==> src/itsa_pkg.sv <==
// shared constants for the interval timer two-wire serial access block
// assumes a 100 MHz system clock and a two-wire bus sampled as plain pins
`default_nettype none
package itsa_pkg;
   localparam int unsigned CLK_HZ = 100_000_000;
   // oscillation start hold time, in milliseconds
   localparam int unsigned OSC_LOW_MS = 500;
   localparam int unsigned OSC_LOW_CYCLES = OSC_LOW_MS * (CLK_HZ / 1000);
   localparam int unsigned OSC_CNT_W = 26;

   localparam logic [6:0] TARGET_ADDR = 7'h32;
   localparam logic [2:0] TIMER_CLEAR_CODE = 3'h2;
   localparam logic [15:0] SETTING_RESET = 16'h0000;
   localparam logic [23:0] SECONDS_MAX = 24'hFF_FFFF;
   localparam logic [7:0] IDLE_BYTE = 8'hFF;

   // field positions inside the stored setting word and the received bytes
   localparam int unsigned SET_FIELD_LSB = 5;
   localparam int unsigned SET_FIELD_W = 11;
   localparam int unsigned POINTER_BIT = 7;
   localparam int unsigned RW_BIT = 0;
   localparam int unsigned BITS_PER_BYTE = 8;

   // byte positions within a transfer, address byte is 0
   localparam logic [2:0] IDX_POINTER = 3'h1;
   localparam logic [2:0] IDX_SET_HI = 3'h2;
   localparam logic [2:0] IDX_SET_LO = 3'h3;
   localparam logic [2:0] IDX_MAX = 3'h7;

   typedef enum logic [2:0] {
      ST_IDLE = 3'b000,
      ST_RX = 3'b001,
      ST_RX_ACK = 3'b010,
      ST_TX = 3'b011,
      ST_TX_ACK = 3'b100,
      ST_WAIT = 3'b101
   } itsa_state_type;
endpackage
`default_nettype wire

==> src/itsa_core.sv <==
// two-wire serial target of the interval timer: setting register, seconds
// counter, timer clear command and oscillation start control
// assumes scl, sda and the output-control pin are raw pins and that
// second_tick_i is a one-cycle pulse from logic on the same clock
//
// Overview of operation
// - Transfers open with start and address 0110010; other addresses are ignored.
// - Setting field comes from whole third byte and fourth byte bits 7..5.
// - Second byte bits 6..1 and fourth byte bits 4..3 are don't care.
// - Fourth byte bits 2..0 equal to 010 clear the timer; others do not.
// - Setting read needs dummy write with pointer bit zero, then restart read.
// - Output-control pin low during a read returns the time register.
// - Read bytes leave msb first; controller ends with not-acknowledge and stop.
// - Reading past the register's bytes returns all-ones bytes.
// - Stop clears the address pointer, so later reads return the time register.
// - Output-control pin never resets the interface; only stop returns to idle.
// - While the target drives sda low, start and stop are not detected.
// - Powered up with pin low, oscillation start high; dropped after pin goes high.
// - Powered up with pin high, pin low for 500 ms raises oscillation start.
// - Timer clear zeroes the 24-bit seconds counter, which keeps counting.
// - Timer clear leaves the stored setting unchanged.
`default_nettype none
module itsa_core #(
   parameter int unsigned OSC_LOW_CYCLES = itsa_pkg::OSC_LOW_CYCLES
) (
   input wire logic clock_i,
   input wire logic rst_n_i,
   input wire logic ce_i,
   input wire logic scl_i,
   input wire logic sda_i,
   output logic sda_o,
   output logic sda_oe_o,
   input wire logic output_control_pin_i,
   input wire logic second_tick_i,
   output logic [itsa_pkg::SET_FIELD_W-1:0] setting_o,
   output logic [2:0] timer_clear_code_o,
   output logic [23:0] seconds_o,
   output logic timer_clear_o,
   output logic osc_start_o
);
   ////////////////////////////////////////////////////////////////////////////
   typedef struct packed {
      itsa_pkg::itsa_state_type st;
      logic scl_p;
      logic sda_p;
      logic [3:0] bit_cnt;
      logic [7:0] shift;
      logic [2:0] byte_idx;
      logic [2:0] rd_idx;
      logic rd_mode;
      logic ptr_setting;
      logic drive_low;
      logic [15:0] setting;
      logic [23:0] seconds;
      logic clear_pulse;
      logic [1:0] boot_cnt;
      logic osc_start;
      logic [itsa_pkg::OSC_CNT_W-1:0] low_cnt;
   } itsa_core_type;

   itsa_core_type r_q;
   itsa_core_type r_d;
   logic [2:0] pins_s;
   logic scl_s;
   logic sda_s;
   logic pin_s;

   itsa_sync #(
      .WIDTH(3)
   ) u_sync (
      .clock_i(clock_i),
      .rst_n_i(rst_n_i),
      .ce_i(ce_i),
      .async_i({scl_i, sda_i, output_control_pin_i}),
      .sync_o(pins_s)
   );
   assign scl_s = pins_s[2];
   assign sda_s = pins_s[1];
   assign pin_s = pins_s[0];

   ////////////////////////////////////////////////////////////////////////////
   // byte presented to the controller for read position idx
   function automatic logic [7:0] read_byte(input logic [2:0] idx, input logic ptr_set,
                                            input logic pin_hi, input logic [15:0] set,
                                            input logic [23:0] secs);
      logic [7:0] b;
      b = itsa_pkg::IDLE_BYTE;
      if (ptr_set && pin_hi) begin
         if (idx == 3'h0) begin
            b = set[15:8];
         end else if (idx == 3'h1) begin
            b = set[7:0];
         end
      end else begin
         if (idx == 3'h0) begin
            b = secs[23:16];
         end else if (idx == 3'h1) begin
            b = secs[15:8];
         end else if (idx == 3'h2) begin
            b = secs[7:0];
         end
      end
      return b;
   endfunction

   ////////////////////////////////////////////////////////////////////////////
   logic scl_rise;
   logic scl_fall;
   logic start_seen;
   logic stop_seen;
   logic [7:0] rx_byte;
   logic [7:0] tx_byte;

   always_comb begin
      r_d = r_q;
      scl_rise = scl_s & ~r_q.scl_p;
      scl_fall = ~scl_s & r_q.scl_p;
      // blind to start and stop while our own driver holds sda low
      start_seen = scl_s & r_q.scl_p & r_q.sda_p & ~sda_s & ~r_q.drive_low;
      stop_seen = scl_s & r_q.scl_p & ~r_q.sda_p & sda_s & ~r_q.drive_low;
      rx_byte = r_q.shift;
      tx_byte = read_byte(r_q.rd_idx, r_q.ptr_setting, pin_s, r_q.setting, r_q.seconds);
      r_d.scl_p = scl_s;
      r_d.sda_p = sda_s;
      r_d.clear_pulse = 1'b0;

      // seconds counter saturates at its top value
      if (second_tick_i && r_q.seconds != itsa_pkg::SECONDS_MAX) begin
         r_d.seconds = r_q.seconds + 24'h00_0001;
      end

      // interface sequencer; the output-control pin reaches it only through tx_byte
      if (stop_seen) begin
         r_d.st = itsa_pkg::ST_IDLE;
         r_d.ptr_setting = 1'b0;
         r_d.drive_low = 1'b0;
      end else if (start_seen) begin
         r_d.st = itsa_pkg::ST_RX;
         r_d.bit_cnt = 4'h0;
         r_d.byte_idx = 3'h0;
         r_d.rd_idx = 3'h0;
      end else begin
         unique case (r_q.st)
            itsa_pkg::ST_IDLE, itsa_pkg::ST_WAIT: begin
            end
            itsa_pkg::ST_RX: begin
               if (scl_rise && r_q.bit_cnt < 4'(itsa_pkg::BITS_PER_BYTE)) begin
                  r_d.shift = {r_q.shift[6:0], sda_s};
                  r_d.bit_cnt = r_q.bit_cnt + 4'h1;
               end else if (scl_fall && r_q.bit_cnt == 4'(itsa_pkg::BITS_PER_BYTE)) begin
                  if (r_q.byte_idx == 3'h0 && rx_byte[7:1] != itsa_pkg::TARGET_ADDR) begin
                     r_d.st = itsa_pkg::ST_WAIT;
                  end else begin
                     r_d.st = itsa_pkg::ST_RX_ACK;
                     r_d.drive_low = 1'b1;
                     if (r_q.byte_idx == 3'h0) begin
                        r_d.rd_mode = rx_byte[itsa_pkg::RW_BIT];
                     end
                  end
               end
            end
            itsa_pkg::ST_RX_ACK: begin
               if (scl_fall) begin
                  r_d.drive_low = 1'b0;
                  r_d.bit_cnt = 4'h0;
                  r_d.st = itsa_pkg::ST_RX;
                  if (r_q.byte_idx != itsa_pkg::IDX_MAX) begin
                     r_d.byte_idx = r_q.byte_idx + 3'h1;
                  end
                  // commit after the acknowledge clock has ended
                  if (r_q.byte_idx == 3'h0 && r_q.rd_mode) begin
                     r_d.st = itsa_pkg::ST_TX;
                     r_d.shift = tx_byte;
                     r_d.drive_low = ~tx_byte[7];
                     r_d.bit_cnt = 4'h1;
                  end else if (r_q.byte_idx == itsa_pkg::IDX_POINTER) begin
                     // test bit and bits 6..1 carry no function here
                     r_d.ptr_setting = ~rx_byte[itsa_pkg::POINTER_BIT];
                  end else if (r_q.byte_idx == itsa_pkg::IDX_SET_HI) begin
                     r_d.setting[15:8] = rx_byte;
                  end else if (r_q.byte_idx == itsa_pkg::IDX_SET_LO) begin
                     // bits 4..3 are stored only so a read returns them
                     r_d.setting[7:0] = rx_byte;
                     if (rx_byte[2:0] == itsa_pkg::TIMER_CLEAR_CODE) begin
                        r_d.seconds = 24'h00_0000;
                        r_d.clear_pulse = 1'b1;
                     end
                  end
               end
            end
            itsa_pkg::ST_TX: begin
               if (scl_fall) begin
                  if (r_q.bit_cnt == 4'(itsa_pkg::BITS_PER_BYTE)) begin
                     r_d.drive_low = 1'b0;
                     r_d.st = itsa_pkg::ST_TX_ACK;
                  end else begin
                     r_d.shift = {r_q.shift[6:0], 1'b1};
                     r_d.drive_low = ~r_q.shift[6];
                     r_d.bit_cnt = r_q.bit_cnt + 4'h1;
                  end
               end
            end
            itsa_pkg::ST_TX_ACK: begin
               if (scl_rise) begin
                  if (sda_s) begin
                     r_d.st = itsa_pkg::ST_WAIT;
                  end else if (r_q.rd_idx != itsa_pkg::IDX_MAX) begin
                     r_d.rd_idx = r_q.rd_idx + 3'h1;
                  end
               end else if (scl_fall) begin
                  r_d.st = itsa_pkg::ST_TX;
                  r_d.shift = tx_byte;
                  r_d.drive_low = ~tx_byte[7];
                  r_d.bit_cnt = 4'h1;
               end
            end
            default: begin
               r_d.st = itsa_pkg::ST_IDLE;
               r_d.drive_low = 1'b0;
            end
         endcase
      end

      // oscillation start: pin level caught once the synchroniser has filled;
      // its reset value of ones would otherwise hide a pin held low at power-up
      if (r_q.boot_cnt != 2'h3) begin
         r_d.boot_cnt = r_q.boot_cnt + 2'h1;
         r_d.osc_start = ~pin_s;
         r_d.low_cnt = '0;
      end else if (pin_s) begin
         r_d.osc_start = 1'b0;
         r_d.low_cnt = '0;
      end else if (r_q.osc_start) begin
         r_d.low_cnt = '0;
      end else if (r_q.low_cnt >= itsa_pkg::OSC_CNT_W'(OSC_LOW_CYCLES - 1)) begin
         r_d.osc_start = 1'b1;
      end else begin
         r_d.low_cnt = r_q.low_cnt + itsa_pkg::OSC_CNT_W'(1);
      end
   end

   ////////////////////////////////////////////////////////////////////////////
   always_ff @(posedge clock_i or negedge rst_n_i) begin
      if (!rst_n_i) begin
         r_q <= '{st: itsa_pkg::ST_IDLE, scl_p: 1'b1, sda_p: 1'b1, bit_cnt: 4'h0,
                  shift: 8'h00, byte_idx: 3'h0, rd_idx: 3'h0, rd_mode: 1'b0,
                  ptr_setting: 1'b0, drive_low: 1'b0,
                  setting: itsa_pkg::SETTING_RESET, seconds: 24'h00_0000,
                  clear_pulse: 1'b0, boot_cnt: 2'h0, osc_start: 1'b0,
                  low_cnt: '0};
      end else if (ce_i) begin
         r_q <= r_d;
      end
   end

   assign sda_o = 1'b0;
   assign sda_oe_o = r_q.drive_low;
   assign setting_o = r_q.setting[15:itsa_pkg::SET_FIELD_LSB];
   assign timer_clear_code_o = r_q.setting[2:0];
   assign seconds_o = r_q.seconds;
   assign timer_clear_o = r_q.clear_pulse;
   assign osc_start_o = r_q.osc_start;
endmodule
`default_nettype wire

==> src/itsa_sync.sv <==
// two flip-flop synchroniser for pins from outside the clock domain
// assumes the clock enable freezes it together with the rest of the block
`default_nettype none
module itsa_sync #(
   parameter int unsigned WIDTH = 1
) (
   input wire logic clock_i,
   input wire logic rst_n_i,
   input wire logic ce_i,
   input wire logic [WIDTH-1:0] async_i,
   output logic [WIDTH-1:0] sync_o
);
   logic [WIDTH-1:0] meta_q;

   // reset to all ones: an idle two-wire bus and a released pin read high
   always_ff @(posedge clock_i or negedge rst_n_i) begin
      if (!rst_n_i) begin
         meta_q <= '1;
         sync_o <= '1;
      end else if (ce_i) begin
         meta_q <= async_i;
         sync_o <= meta_q;
      end
   end
endmodule
`default_nettype wire
==> config.mk <==
export PLATFORM = sky130hd
export DESIGN_NAME = itsa_core
export DESIGN_NICKNAME = d
export VERILOG_FILES = /design/src/itsa_pkg.sv /design/src/itsa_core.sv /design/src/itsa_sync.sv
export SDC_FILE = /design/constraint.sdc
export NUM_CORES = 1
export LEC_CHECK = 0
export ABC_AREA = 1
export BUFFER_PORTS_ARGS = -buffer_cell sky130_fd_sc_hd__buf_2
export CAP_MARGIN = 10
export CORE_MARGIN = 1.5
export CORE_UTILIZATION = 45
export CTS_BUF_LIST = sky130_fd_sc_hd__clkbuf_4 sky130_fd_sc_hd__clkbuf_8
export CTS_CLUSTER_DIAMETER = 150
export CTS_CLUSTER_SIZE = 10
export DETAILED_ROUTE_END_ITERATION = 10
export PLACE_DENSITY = 0.65
export SYNTH_ARGS = -nofsm -noshare
export SYNTH_HDL_FRONTEND = slang
export SYNTH_SLANG_ARGS = --single-unit
==> constraint.sdc <==
create_clock -name clock_i -period 1.82 [get_ports clock_i]
set_input_delay 0 -clock clock_i [delete_from_list [all_inputs] [get_ports clock_i]]
set_output_delay 0 -clock clock_i [all_outputs]
set_load 0.1 [all_outputs]
==> results_dict.tcl, run 1 <==
set metrics [dict create \
    status "complete, but fails checks" \
    violations "setup timing" \
    initial_core_util_pct 46.0 \
    clock_sinks 102 \
    grt_pass1_wl_um 32300 \
    avgSynthCellArea_um2 6.79 \
    crit_buf_inv 3 \
    cap_violations 0 \
    cpPeakStageDelay_ns 0.37 \
    fin_nets 1163 \
    track_usage_pct 24.8 \
    worst_slack_ns -0.0453 \
    cp_top_family "simple AND/OR/NAND/NOR gates" \
    peakVddDrop_uv 600 \
    rsz0062_at_grt "true" \
    crit_path_start "r_q[76]" \
    cts_tree "done" \
    setup_viol 6 \
    grt_antenna_before_repair 0 \
    synth_top_area_share_pct 33.8 \
    syn_inst 1026 \
    clk_path_buf_depth 2 \
    clock_power_share_pct 19.7 \
    drcViolationCount 0 \
    io_buffers 47 \
    drtAntennaViolNets 0 \
    synth_most_common_cell "nand2_1" \
    crit_path_start_kind "register" \
    worst_setup_path_end_kind "register" \
    comb_power_share_pct 44.5 \
    routed_wl_um 19700 \
    path_clk_slew_ns 0.11 \
    gp_congestion 0.927 \
    finalMaxSlewViolations 0 \
    dp.cells 1291 \
    postLayoutCellArea_um2 8720 \
    worst_pin_slew_ns 0.513 \
    leakagePower_nw 4.22 \
    finalCritPeriodShare_pct 102 \
    overflow 0 \
    yosysTopAreaCell "dfrtp_1" \
    syn_area_um2 6970 \
    drive_gt1_share_pct 27.6 \
    critPathKind "register to register" \
    areaGrowthSynthToFinish_pct 25.2 \
    async_flop_share_pct 100 \
    cp_cell_sequence "inv_2, buf_4, ha_1, nand2_2, nand3_1, nand3b_1, or2_4, buf_4, o21ai_1, nor2_1" \
    worstPathArrival_ns 2.16 \
    dpl_cell_area_um2 7800 \
    synth-seq-cells 102 \
    cts_buffers 9 \
    die_y_um 127 \
    synth-edff-count 0 \
    min_period_ns 1.87 \
    cts_root_buf "clkbuf_8" \
    p_int_w 0.00440 \
    drt_iter0_drc 446 \
    p_seq_share_pct 35.7 \
    hold_viol_final 0 \
    nFillCells 1450 \
    sw_frac_of_total_pct 44.9 \
    regToRegEndpoint "seconds_o[12]" \
    cp.depth 10 \
    final_util_pct 57.6 \
    synthFlopType "dfrtp_1" \
    pin_count 49 \
    worst_r2r_path_depth 10 \
    grt_pass1_vias 6625 \
    rr_startpoint "r_q[76]" \
    ys_types 45 \
    finClkSkew_ns 0.00997 \
    vias_per_cell 5.25 \
    p_sw_w 0.00358 \
    yosysWarnings 0 \
    yosysSeqAreaShare_pct 36.8 \
    power.density_nw_per_um2 915 \
    slowest_stage "dfrtp_1" \
    max_freq_mhz 536 \
    required_ns 2.11 \
    syn_nets 1052 \
    insertion_delay_ns 0.40 \
    holdWs_ns 0.0815 \
    crit_top_cell "buf_4" \
    diodes 0 \
    row_count 45 \
    netlist_top_cells_count "292 x nand2_1, 138 x nor2_1, 112 x nand3_1" \
    critical_path.max_fanout 3 \
    die-area_um2 16200 \
    drtPass1Iterations 5 \
    crit_path_end "seconds_o[12]" \
    grt_max_degree 49 \
    r2r_slack_ns -0.05 \
    htreeDepth 3 \
    worstHoldPathType "input pin to asynchronous set/reset pin" \
    dp_hpwl_um 14300 \
    coreArea_um2 15100 \
    wire_per_inst_um 14.8 \
    stdcell_count 1330 \
    slew_headroom_pct 66.1 \
    synthTopCellsByArea "dfrtp_1 34%, nand2_1 16%, nand3_1 8.0%, nor2_1 7.4%, inv_1 5.5%" \
    dieWidth_um 127 \
    num_vias 6981 \
]
[logic make-up after synthesis]
group | count (synthesis) | share of synthesized area [%]
flip-flops | 102 | 36.8
AND/OR/NAND/NOR | 601 | 36.9
AO/OA/AOI/OAI | 114 | 9.34
buffers and inverters | 177 | 12.0
multiplexers | 1 | 0.162
other | 1 | 0.0538
XOR/XNOR | 11 | 1.38
adder cells (fa/ha/maj) | 19 | 3.41
[final cells by class]
class | count | area, um^2 | share of cell area, %
Multi-Input combinational cell | 747 | 3970 | 45.5
Clock inverter | 7 | 86.3 | 0.990
Clock buffer | 9 | 124 | 1.42
Sequential cell | 102 | 2570 | 29.5
Inverter | 113 | 444 | 5.09
Timing Repair Buffer | 164 | 1290 | 14.8
Tap cell | 188 | 235 | 2.70
[power groups by stage]
stage	combinational [W]	sequential, W	clock, W
3_3_place_gp	0.00311	0.00288	0
5_1_grt	0.00389	0.00290	0.00169
4_1_cts	0.00327	0.00284	0.00163
2_1_floorplan	0.00223	0.00290	0
3_5_place_dp	0.00314	0.00288	0
6_report	0.00356	0.00285	0.00157
[cell usage in the layout (no fill, tap or decap), drive strengths merged, types with 2 or more instances in the layout]
cell / count
a21oi: 13
a31oi: 2
buf: 153
clkbuf: 11
clkinv: 3
dfrtp: 94
dfstp: 8
dlygate4sd3: 9
ha: 19
inv: 115
nand2: 296
nand3: 114
nand4: 12
nor2: 145
nor3: 30
o211ai: 11
o21ai: 76
o22ai: 7
or2: 2
xnor2: 2
xor2: 9
[worst min-delay path by stage]
stage	to	slack, ns	depth (start not counted)
after global placement	r_q[0]	-0.02	1
after detailed placement	r_q[0]	-0.02	1
final	r_q[1]	0.08	2
after CTS	sda_oe_o	0.08	2
after floorplan	osc_start_o	-0.30	0
after global routing	r_q[0]	0.12	2
[timing repair]
action | CTS | global route
hold buffers | 9 | 0
setup buffers | 6 | 6
pin swaps | 27 | 35
cloned | 0 | 2
resized for setup | 47 | 101
hold endpoints to repair | 102 | 0
setup endpoints to repair | 53 | 90
[stage by stage]
step	setup WS (ns)	power, W	TNS (ns)
2_1_floorplan	0.00747	0.00514	0
5_1_grt	-0.141	0.00848	-4.81
4_1_cts	-0.0573	0.00773	-0.854
3_3_place_gp	-0.0941	0.00599	-1.39
3_5_place_dp	-0.108	0.00602	-2.54
6_report	-0.0453	0.00799	-0.0804
[state kept, by name, summed over array words and instances, names as in the netlist]
register / flops
setting_o: 11
seconds_o: 24
timer_clear_o: 1
osc_start_o: 1
sda_oe_o: 1
timer_clear_code_o: 3
r_q: 47
u_sync.meta_q: 3
rx_byte: 8
u_sync.sync_o: 3
[routing by layer]
layer  up-vias  GRT usage [%]  routed length (um)
li1       3491              -                   -
met1      3298           33.6                9070
met2       163           41.1                9400
met3        29           3.85                 863
met4         0           7.29                 379
met5         -              0                   0
Note: power is estimated with default switching activity, not from simulation.
==> run 2: changes to the inputs <==
- ABC_AREA: 1 -> default
==> run 2 against run 1 <==
Register-to-register slack worse by 0.34 ns. Total power grew 13%. Utilization grew 7.4 points. The flow still finishes with violations (setup timing). Clock power increased by 8%. Largest cell class unchanged. Critical path depth fell by 2. Die area shrank 10%. Largest power group unchanged. Hold slack got worse by 0.011 ns.
==> results_dict.tcl, run 2 <==
set metrics [dict create \
    synth_most_common_cell "dfrtp_1" \
    critical_path.max_fanout 11 \
    synthFlopType "dfrtp_1" \
    drtAntennaViolNets 0 \
    yosysTopAreaCell "dfrtp_1" \
    grt.busiest_layer "met2" \
    dieWidth_um 121 \
    hold_depth 4 \
    use_met2_pct 40.6 \
    crit_buf_inv 1 \
    dp_hpwl_um 12000 \
    worst_slack_ns -0.383 \
    critPathKind "register to register" \
    violations "setup timing" \
    max_freq_mhz 454 \
    clk_path_buf_depth 2 \
    syn_nets 706 \
    die-area_um2 14600 \
    worst_pin_slew_ns 0.556 \
    dp.cells 987 \
    synth_top_area_share_pct 37.6 \
    largest_reg_flops 47 \
    final_common_cell "buf_4" \
    leakagePower_nw 3.89 \
    rsz0062_at_grt "true" \
    top_register "r_q" \
    cp_top_family "simple AND/OR/NAND/NOR gates" \
    initial_core_util_pct 46.7 \
    areaGrowthSynthToFinish_pct 39.2 \
    pin_count 49 \
    htreeDepth 3 \
    power.density_nw_per_um2 1040 \
    drtPass1Iterations 5 \
    grt_pass1_wl_um 28800 \
    yosysSeqAreaShare_pct 41.0 \
    syn_inst 680 \
    drive_gt1_share_pct 46.9 \
    cts_root_buf "clkbuf_8" \
    hold_viol_final 0 \
    grt_max_degree 103 \
    synth-edff-count 0 \
    finalCritPeriodShare_pct 121 \
    vias_per_cell 5.73 \
    insertion_delay_ns 0.41 \
    most-common-layout-cells "151 x buf_4, 90 x dfrtp_1, 55 x nand2_1" \
    fin_nets 880 \
    clock_sinks 102 \
    path_clk_slew_ns 0.10 \
    drcViolationCount 0 \
    yosysWarnings 0 \
    finalMaxSlewViolations 0 \
    peakVddDrop_uv 766 \
    fin_setup_tns_ns -21.60 \
    place_ws_ns -0.464 \
    slew_headroom_pct 62.9 \
    crit_path_start_kind "register" \
    netlist_top_cells_count "94 x dfrtp_1, 59 x nand2_1, 50 x nor2_1" \
    diodes 0 \
    syn_area_um2 6250 \
    track_usage_pct 24.8 \
    stdcell_count 1035 \
    routed_wl_um 18100 \
    use_met1_pct 33.2 \
    cap_violations 0 \
    worstHoldPathType "input pin to register" \
    wire_per_inst_um 17.5 \
    grt_antenna_before_repair 0 \
    worst_setup_path_end_kind "register" \
    nFillCells 1052 \
    finClkSkew_ns 0.0156 \
    cpPeakStageDelay_ns 0.59 \
    dpl_cell_area_um2 7570 \
    ys_types 67 \
    row_count 42 \
    synth-seq-cells 102 \
    async_flop_share_pct 100 \
    area.sequential_um2 2570 \
    num_vias 5928 \
    cts_tree "done" \
    setup_viol 87 \
    avgSynthCellArea_um2 9.19 \
    grt_pass1_vias 5820 \
    overflow 0 \
    postLayoutCellArea_um2 8710 \
    cts_buffers 9 \
    synthTopCellsByArea "dfrtp_1 38%, mux2_2 5.0%, buf_4 4.8%, ha_1 3.8%, nand2_1 3.5%" \
    status "complete, but fails checks" \
    multi_input_area_um2 3810 \
    worstPathArrival_ns 2.50 \
    cp_cell_sequence "ha_4, nand2b_4, or3_4, nor3_4, and2_4, and4bb_4, clkbuf_16, nor2_1" \
    io_buffers 47 \
    min_period_ns 2.20 \
    required_ns 2.12 \
    slowest_stage "dfstp_2" \
    grt_use_met3_pct 3.52 \
    coreArea_um2 13400 \
    worst_r2r_path_depth 8 \
    gp_congestion 0.895 \
    cp.depth 8 \
    drt_iter0_drc 371 \
    die_y_um 121 \
]
[run 2: changes by cell type in the layout (fill, tap and decap cells not counted), sizes merged, moves of 21 or more]
| cell | delta |
|---|---|
| or3 | +21 |
| a21oi | +23 |
| nor2 | -95 |
| nand2 | -236 |
| nand3 | -89 |
| o21ai | -28 |
| buf | +70 |
| mux2 | +28 |
| inv | -91 |
[run 2: repair_timing]
action,CTS,global route
gates resized for setup,89,76
hold buffers,4,0
cloned,3,2
endpoints found under the hold margin,97,0
setup buffers,17,13
pin swaps,47,43
setup endpoints to repair,87,91
[run 2: logic make-up (layout without fill, tap and decap cells)]
logic type               after synthesis  in the layout  share of synthesized area (%)
AO/OA/AOI/OAI                        150            151                           14.9
XOR/XNOR                              25             25                           3.50
adder cells (fa/ha/maj)               19             19                           3.80
buffers and inverters                 88            266                           8.18
flip-flops                           102            102                           41.0
multiplexers                          32             32                           5.70
other                                  1              1                         0.0600
AND/OR/NAND/NOR                      263            263                           22.9
[run 2: power by group]
part / internal [W] / switching [W] / total [W]
combinational: 0.00190 / 0.00253 / 0.00443
clock: 0.000796 / 0.000902 / 0.00170
sequential: 0.00260 / 0.000289 / 0.00289
[run 2: per-stage QoR]
stage / power, W / hold slack, ns / util (%)
6_report: 0.00902 / 0.0704 / 65.0
5_1_grt: 0.00952 / 0.0872 / 65.0
4_1_cts: 0.00885 / 0.0567 / 62.2
3_5_place_dp: 0.00679 / 0.118 / 56.5
3_3_place_gp: 0.00666 / 0.110 / 56.5
2_1_floorplan: 0.00531 / -0.296 / -
[run 2: worst min-delay path: stages]
cell and delay (ns):
buf_2 0.10, and2_1 0.12, o21ai_1 0.07, a21o_1 0.15
[run 2: worst paths after layout]
kind,startpoint,endpoint,slack [ns]
worst max-delay path,r_q[92],seconds_o[23],-0.38
worst min-delay path,second_tick_i,seconds_o[1],0.07
worst max register to register,r_q[92],seconds_o[23],-0.38
worst min register to register,u_sync.meta_q[2],u_sync.sync_o[2],0.50
max in group asynchronous,rst_n_i,r_q[2],1.19
min in group asynchronous,rst_n_i,rx_byte[2],0.20
[run 2: layout make-up]
cell class / instances / share of cell area (%)
repair buffers: 229 / 20.6
clock buffers: 9 / 1.42
well taps: 176 / 2.53
multi-input cells: 491 / 43.8
clock inverters: 7 / 1.21
inverters: 21 / 0.905
flip-flops and latches: 102 / 29.5
[run 2: layer usage]
metal / wire length (um) / share of wire, %
met1: 8040 / 44
met2: 8910 / 49
met3: 804 / 4.4
met4: 384 / 2.1
met5: 0 / 0
